===== src/verilog/plr_pkg.sv =====
/*
 * Constants, types and register map of the packet length and register
 * patch loader. Assumes nothing of its surroundings.
 */
`default_nettype none
package plr_pkg;
	// ************************************************************
	// Register map (word indices; byte address is four times these)
	// ************************************************************
	localparam logic [8:0] CFG_BASE_IDX     = 9'h100;
	localparam logic [8:0] CFG_LAST_IDX     = 9'h13f;
	localparam logic [8:0] MAX_PKT_IDX      = 9'h127;
	localparam logic [8:0] PATCH_PTR_IDX    = 9'h128;
	localparam logic [8:0] CTRL_IDX         = 9'h140;
	localparam logic [8:0] STATUS_IDX       = 9'h141;
	localparam int         CFG_DEPTH        = 64;
	localparam int         CFG_AW           = 6;
	// ************************************************************
	// Control and status fields
	// ************************************************************
	localparam int         CTRL_FIXED_BIT   = 0;
	localparam int         CTRL_OFS_LSB     = 1;
	localparam int         CTRL_START_BIT   = 7;
	localparam int         STAT_BUSY_BIT    = 0;
	localparam int         STAT_ERR_BIT     = 1;
	localparam int         STAT_CNT_LSB     = 4;
	// ************************************************************
	// Patch table constants
	// ************************************************************
	localparam logic [7:0] PTR_OFF          = 8'h00;
	localparam logic [7:0] PTR_MIN          = 8'h2a;
	localparam logic [7:0] PTR_MAX          = 8'h3d;
	localparam logic [7:0] TABLE_END        = 8'h00;
	localparam logic [1:0] MODEM_PAGE       = 2'h3;
	localparam int         MAX_PATCHES      = 9;
	localparam logic [7:0] BYTE_RST         = 8'h00;

	typedef enum logic [1:0] {
		PLR_IDLE = 2'b00,
		PLR_ADDR = 2'b01,
		PLR_DATA = 2'b10
	} plr_state_t;

	typedef struct packed {
		logic       valid;
		logic [9:0] addr;
		logic [7:0] data;
	} plr_modem_wr_t;

	typedef struct packed {
		logic       fixed;
		logic [7:0] length;
		logic [2:0] offset;
	} plr_len_cfg_t;
endpackage
`default_nettype wire


===== src/verilog/plr_loader.sv =====
/*
 * Packet length limit and static register patch loader with its slice of
 * the battery-backed configuration memory, reached over Avalon-MM.
 * Assumes an Avalon master on i_clk using word addresses, and packet
 * logic on the same clock that reports each received payload length.
 */
// How it works
// - Length-control zero: length register is the largest receive length accepted.
// - Length-control one: length register is the exact transmit and receive length.
// - Length counts bytes from sync word end to CRC start, offset excluded.
// - Patch pointer may select any location 0x12A through 0x13D.
// - Pointer holds only the low byte; 0x2B means location 0x12B.
// - Pointer zero: no patching is done at all.
// - Nonzero pointer 0x2A to 0x3D: read address byte then data byte starting there; other values set the error bit.
// - At most nine modem registers are written per run.
// - Table is address and data pairs; address byte zero ends it.
// - Length-control bit one selects fixed length, zero selects variable.
`timescale 1ns/1ns
`default_nettype none
module plr_loader #(
	parameter int MAX_PATCHES = plr_pkg::MAX_PATCHES
) (
	input  wire logic               i_clk,
	input  wire logic               i_arst_n,
	input  wire logic [8:0]         i_avs_address,
	input  wire logic               i_avs_read,
	input  wire logic               i_avs_write,
	input  wire logic [31:0]        i_avs_writedata,
	input  wire logic [3:0]         i_avs_byteenable,
	output logic [31:0]             o_avs_readdata,
	output logic                    o_avs_waitrequest,
	input  wire logic               i_rx_len_valid,
	input  wire logic [7:0]         i_rx_len,
	output logic                    o_rx_len_err,
	output plr_pkg::plr_len_cfg_t   o_len_cfg,
	output plr_pkg::plr_modem_wr_t  o_modem_wr,
	output logic                    o_patch_busy
);
	// ************************************************************
	// Elaboration checks
	// ************************************************************
	generate
		if (MAX_PATCHES < 1 || MAX_PATCHES > 15) begin : g_bad
			$error("MAX_PATCHES must lie in 1 to 15.");
		end
	endgenerate

	// ************************************************************
	// Bus slave
	// ************************************************************
	logic [7:0]  cfg_q [plr_pkg::CFG_DEPTH];
	logic        wait_q, wait_d;
	logic [31:0] rdata_q, rdata_d;
	logic        fixed_q, fixed_d;
	logic [2:0]  ofs_q, ofs_d;
	logic        start_q, start_d;
	logic        err_q, err_d;
	logic [3:0]  cnt_q, cnt_d;
	logic        req, take, wr_cfg;
	logic [7:0]  wbyte;

	assign req    = i_avs_read | i_avs_write;
	assign take   = req & ~wait_q;
	assign wbyte  = i_avs_writedata[7:0];
	assign wr_cfg = take & i_avs_write & i_avs_byteenable[0]
		& (i_avs_address >= plr_pkg::CFG_BASE_IDX) & (i_avs_address <= plr_pkg::CFG_LAST_IDX);

	always_comb begin
		wait_d  = ~(req & wait_q);
		rdata_d = rdata_q;
		fixed_d = fixed_q;
		ofs_d   = ofs_q;
		start_d = 1'b0;
		if (req & wait_q) begin
			rdata_d = 32'h0000_0000;
			if (i_avs_address >= plr_pkg::CFG_BASE_IDX && i_avs_address <= plr_pkg::CFG_LAST_IDX) begin
				rdata_d[7:0] = cfg_q[i_avs_address[plr_pkg::CFG_AW-1:0]];
			end else if (i_avs_address == plr_pkg::CTRL_IDX) begin
				rdata_d[plr_pkg::CTRL_FIXED_BIT] = fixed_q;
				rdata_d[plr_pkg::CTRL_OFS_LSB +: 3] = ofs_q;
			end else if (i_avs_address == plr_pkg::STATUS_IDX) begin
				rdata_d[plr_pkg::STAT_BUSY_BIT] = o_patch_busy;
				rdata_d[plr_pkg::STAT_ERR_BIT]  = err_q;
				rdata_d[plr_pkg::STAT_CNT_LSB +: 4] = cnt_q;
			end
		end
		if (take & i_avs_write & i_avs_byteenable[0] & (i_avs_address == plr_pkg::CTRL_IDX)) begin
			fixed_d = wbyte[plr_pkg::CTRL_FIXED_BIT];
			ofs_d   = wbyte[plr_pkg::CTRL_OFS_LSB +: 3];
			start_d = wbyte[plr_pkg::CTRL_START_BIT];
		end
	end

	always_ff @(posedge i_clk or negedge i_arst_n) begin
		if (!i_arst_n) begin
			wait_q  <= 1'b1;
			rdata_q <= 32'h0000_0000;
			fixed_q <= 1'b0;
			ofs_q   <= 3'h0;
			start_q <= 1'b0;
		end else begin
			wait_q  <= wait_d;
			rdata_q <= rdata_d;
			fixed_q <= fixed_d;
			ofs_q   <= ofs_d;
			start_q <= start_d;
		end
	end

	// Configuration memory; software writes land in the same edge that acknowledges them.
	always_ff @(posedge i_clk or negedge i_arst_n) begin
		if (!i_arst_n) begin
			for (int i = 0; i < plr_pkg::CFG_DEPTH; i++) begin
				cfg_q[i] <= plr_pkg::BYTE_RST;
			end
		end else if (wr_cfg) begin
			cfg_q[i_avs_address[plr_pkg::CFG_AW-1:0]] <= wbyte;
		end
	end

	assign o_avs_waitrequest = wait_q;
	assign o_avs_readdata    = rdata_q;

	// ************************************************************
	// Packet length check
	// ************************************************************
	logic         len_err_q, len_err_d;
	plr_pkg::plr_len_cfg_t len_cfg_q, len_cfg_d;
	logic [7:0]   max_len;

	assign max_len = cfg_q[plr_pkg::MAX_PKT_IDX[plr_pkg::CFG_AW-1:0]];

	// The reported length is the payload between sync word and CRC, with no offset added,
	// so it compares straight against the register.
	always_comb begin
		len_cfg_d.fixed  = fixed_q;
		len_cfg_d.length = max_len;
		len_cfg_d.offset = ofs_q;
		len_err_d = 1'b0;
		if (i_rx_len_valid) begin
			if (fixed_q) begin
				len_err_d = (i_rx_len != max_len);
			end else begin
				len_err_d = (i_rx_len > max_len);
			end
		end
	end

	always_ff @(posedge i_clk or negedge i_arst_n) begin
		if (!i_arst_n) begin
			len_err_q <= 1'b0;
			len_cfg_q <= '0;
		end else begin
			len_err_q <= len_err_d;
			len_cfg_q <= len_cfg_d;
		end
	end

	assign o_rx_len_err = len_err_q;
	assign o_len_cfg    = len_cfg_q;

	// ************************************************************
	// Static register patch engine
	// ************************************************************
	plr_pkg::plr_state_t  st_q, st_d;
	logic [7:0]           cur_q, cur_d;
	logic [7:0]           adr_q, adr_d;
	plr_pkg::plr_modem_wr_t mdm_q, mdm_d;
	logic [7:0]           ptr, rd_byte;
	logic                 cur_in;
	logic                 busy_q, busy_d;

	assign ptr     = cfg_q[plr_pkg::PATCH_PTR_IDX[plr_pkg::CFG_AW-1:0]];
	assign cur_in  = (cur_q[7:plr_pkg::CFG_AW] == 2'h0);
	assign rd_byte = cfg_q[cur_q[plr_pkg::CFG_AW-1:0]];

	always_comb begin
		st_d  = st_q;
		cur_d = cur_q;
		adr_d = adr_q;
		cnt_d = cnt_q;
		err_d = err_q;
		mdm_d = '0;
		unique case (st_q)
			plr_pkg::PLR_IDLE: begin
				if (start_q) begin
					cnt_d = 4'h0;
					err_d = 1'b0;
					cur_d = ptr;
					if (ptr == plr_pkg::PTR_OFF) begin
						st_d = plr_pkg::PLR_IDLE;
					end else if (ptr < plr_pkg::PTR_MIN || ptr > plr_pkg::PTR_MAX) begin
						err_d = 1'b1;
					end else begin
						st_d = plr_pkg::PLR_ADDR;
					end
				end
			end
			plr_pkg::PLR_ADDR: begin
				if (!cur_in || rd_byte == plr_pkg::TABLE_END) begin
					st_d = plr_pkg::PLR_IDLE;
				end else begin
					adr_d = rd_byte;
					cur_d = cur_q + 8'h01;
					st_d  = plr_pkg::PLR_DATA;
				end
			end
			plr_pkg::PLR_DATA: begin
				if (!cur_in) begin
					st_d = plr_pkg::PLR_IDLE;
				end else begin
					mdm_d.valid = 1'b1;
					mdm_d.addr  = {plr_pkg::MODEM_PAGE, adr_q};
					mdm_d.data  = rd_byte;
					cnt_d = cnt_q + 4'h1;
					cur_d = cur_q + 8'h01;
					if (cnt_q + 4'h1 >= 4'(MAX_PATCHES)) begin
						st_d = plr_pkg::PLR_IDLE;
					end else begin
						st_d = plr_pkg::PLR_ADDR;
					end
				end
			end
			default: st_d = plr_pkg::PLR_IDLE;
		endcase
		busy_d = (st_d != plr_pkg::PLR_IDLE);
	end

	always_ff @(posedge i_clk or negedge i_arst_n) begin
		if (!i_arst_n) begin
			st_q  <= plr_pkg::PLR_IDLE;
			cur_q <= 8'h00;
			adr_q <= 8'h00;
			cnt_q <= 4'h0;
			err_q <= 1'b0;
			mdm_q <= '0;
			busy_q <= 1'b0;
		end else begin
			st_q  <= st_d;
			cur_q <= cur_d;
			adr_q <= adr_d;
			cnt_q <= cnt_d;
			err_q <= err_d;
			mdm_q <= mdm_d;
			busy_q <= busy_d;
		end
	end

	// Busy has its own flip-flop so that the output carries no decode glitches.
	assign o_patch_busy = busy_q;
	assign o_modem_wr   = mdm_q;
endmodule
`default_nettype wire


===== config.mk =====
export PLATFORM = sky130hd
export DESIGN_NAME = plr_loader
export DESIGN_NICKNAME = d
export VERILOG_FILES = /design/src/verilog/plr_pkg.sv /design/src/verilog/plr_loader.sv
export SDC_FILE = /design/constraint.sdc
export NUM_CORES = 1
export LEC_CHECK = 0
export BUFFER_PORTS_ARGS = -buffer_cell sky130_fd_sc_hd__buf_4
export CORE_MARGIN = 2
export CORE_UTILIZATION = 35
export CTS_BUF_LIST = sky130_fd_sc_hd__clkbuf_8
export CTS_CLUSTER_SIZE = 14
export DETAILED_ROUTE_END_ITERATION = 6
export HOLD_SLACK_MARGIN = 0.03
export SYNTH_ARGS = -nofsm -noshare
export SYNTH_HDL_FRONTEND = slang
export SYNTH_SLANG_ARGS = --single-unit

===== constraint.sdc =====
create_clock -name i_clk -period 8.2 [get_ports i_clk]
set_input_delay 2.46 -clock i_clk [delete_from_list [all_inputs] [get_ports i_clk]]
set_output_delay 2.46 -clock i_clk [all_outputs]
set_load 0.01 [all_outputs]

==> metrics.txt <==
commonest non-fill, non-tap cells in the layout=577 x dfrtp_1, 533 x mux2_2, 278 x a22oi_1; clock power share=0.455; P&R area growth vs syn=11.89%; number of hold buffers added after CTS=0; Min Hold Slack=0.4079 ns; IO Count=124; initial DRC count=2238; Ys Warns=0; Async SR Flop Fraction=1.000; crit-path cells=buf_4 -> and3_2 -> buf_4 -> a22oi_1 -> a41oi_1 -> nor4_1 -> a21oi_1 -> a21oi_1 -> o21ai_0; Core ar.=83820 sq um; Switching Share=0.2516; post-route setup TNS=0 ns; Die Span Y=295.3 um; drt wl/cell=28.85 um; final hold violations=0; NetSw=0.001466 W; Sequential Power Share=0.498; CP endpoint kind=flip-flop; minimum clock period=5.331 ns; initial antenna violation count=3; Worst slew margin=0.1656; top_reg_cell synth=dfrtp_1; share of layout cells above drive strength 1=0.3845; fin crit share=0.6501; row count=106; WP data arrival=5.89 ns; internal power=0.004363 W; CTS sink cnt=580; CP Data Required Time=8.76 ns; R2R setup slack=3.01 ns; full die area=87220 sq um; WP buf/inv=2; Slew Limit Fails=0; Antenna Nets Post-Route=0; TritonRoute pass-1 iters=7; commonest non-fill, non-tap cell in the layout=dfrtp_1; PwrDens=175.4 nW/um^2; GRT Overall Usage=0.2325; DRC errors left=0; Reg clk slew, reported paths=0.06 ns; post-synthesis sequential area ratio=0.4886; crit-path leading delay family=simple AND/OR/NAND/NOR gates; clk buf depth=3; HP Class=reg2reg; setup bufs post-CTS=0; vias=21700; CP max-delay cell=nor4_1; nets=2374; Worst setup SP type=input port; TritonCTS buffer count=99; outcome=finished clean; largest net degree at the start of global routing=161; vias per cell=6.169; vias in the first global route=22000; Netlist cell types=68; clk_skew=0.05382 ns; slew at the pin closest to its max-slew limit=1.249 ns; CP Max Fanout=19; Skew-Pair Late Insertion Delay=0.75 ns; Filler Cell Count=7952; critical path class=in2reg; htree depth=3; endpoints failing setup=0; RSZ-0062 raised after global routing=false; max cap viols=0; EDFF count, synth=0; FMAX=187.6 MHz; DP Wirelength=62.17 mm; starting density of the core=0.3544; leak pwr=14.58 nW; Syn Std Cell Area=29700 sq um; grt total ovfl=0; Detailed Route WL=101.4 mm; first-pass GRT wire length=149.6 mm; synthesized area per cell=13.03 sq um; CTS tree=done; Crit path largest cell delay=1.00 ns; flop and latch count out of synthesis=580; maximum VDD drop=0.0001116 V; routability-driven placement congestion ratio=0.9238; Port Buffer Count=72; CTS Root Cell=clkbuf_8; post-cts resize count=0; combinational power share=0.047; Syn Inst Count=2280; Horiz. Die Dim=295.3 um
Yosys cell counts, drive strengths merged (5+ instances only):
library cell	n	area, sq um
ha	15	187.7
clkbuf	151	568.0
a22o	6	52.55
a221oi	13	113.9
o21ai	39	195.2
nor4	17	121.4
nor2	98	367.9
nand2	74	277.8
nor3	6	30.03
mux2	533	6002
mux2i	46	460.4
buf	60	382.9
a211oi	10	75.07
a41oi	55	481.7
inv	18	67.56
o211ai	6	45.04
o22ai	6	37.54
a21oi	31	158.9
a22oi	278	2087
and3	12	75.07
nand3b	6	45.04
dfrtp	579	14490
nor2b	10	62.56
o31ai	5	37.54
and2	7	43.79
mux4	115	2590
nand3	11	55.05
nand4	11	68.82
kinds of logic after synthesis:
family,share of synthesized area
and+or+nand+nor,0.04435
adders and majority gates,0.006318
AOI/OAI and AO/OA,0.1214
buffers and inverters,0.03441
muxes,0.3047
DFF,0.4886
other,0.0001262
metal layers:
| metal | track usage | share of wire |
|---|---|---|
| met1 | 0.3129 | 0.40 |
| met2 | 0.3443 | 0.44 |
| met3 | 0.07059 | 0.11 |
| met4 | 0.1056 | 0.045 |
| met5 | 0 | 0 |
flip-flops by register name, indices dropped and copies added (netlist names):
| signal | cells |
|---|---|
| start_q | 1 |
| err_q | 1 |
| ptr | 8 |
| ofs_q | 3 |
| cfg_q | 496 |
| max_len | 8 |
| cnt_q | 4 |
| adr_q | 8 |
| o_modem_wr | 17 |
| o_len_cfg | 12 |
| o_avs_waitrequest | 1 |
| cur_q | 8 |
| o_avs_readdata | 8 |
| st_q | 2 |
| o_rx_len_err | 1 |
| fixed_q | 1 |
| o_patch_busy | 1 |
area by class of cell:
class	instances	area, sq um	share of cell area
multi-input combinational	1493	14290	0.4298
clock inverter	56	291.5	0.008772
timing repair buffer	108	930.9	0.02801
tap	1134	1419	0.04269
clock buffer	124	1707	0.05135
antenna	3	7.507	0.0002259
sequential	580	14520	0.4370
inverter	19	71.32	0.002146
per-stage QoR:
stage                     power (W)  setup WS [ns]    util  cells  cell area (sq um)
after floorplan            0.003075          3.456       -   2303              29790
after global placement     0.003217          2.384  0.3726   3334              31230
after detailed placement   0.003226          2.350  0.3726   3334              31230
after CTS                  0.005865          3.085  0.3964   3514              33230
after global routing       0.006021          2.768  0.3965   3515              33230
final                      0.005829          2.869  0.3965   3517              33240
path summary, 6_finish.rpt:
path,endpoint,cells past startpoint,from
hold / removal,o_len_cfg[2]$_DFF_PN0_,0,ofs_q[2]$_DFFE_PN0P_
setup / recovery,o_avs_readdata[7]$_DFFE_PN0P_,9,i_avs_address[2]
hold reg to reg,o_len_cfg[2]$_DFF_PN0_,0,ofs_q[2]$_DFFE_PN0P_
max in group asynchronous,cfg_q[392]$_DFFE_PN0P_,2,i_arst_n
setup reg to reg,cur_q[6]$_DFFE_PN0P_,8,cur_q[0]$_DFFE_PN0P_
min in group asynchronous,cfg_q[2]$_DFFE_PN0P_,1,i_arst_n
power groups by stage:
stage	clock, W	sequential (W)	combinational, W
after floorplan	0	0.00295	0.000125
after global placement	0	0.00295	0.000264
after detailed placement	0	0.00295	0.000271
after CTS	0.00269	0.00290	0.000272
after global routing	0.00282	0.00290	0.000292
final	0.00265	0.00290	0.000276
(Power assumes the default switching activity.)
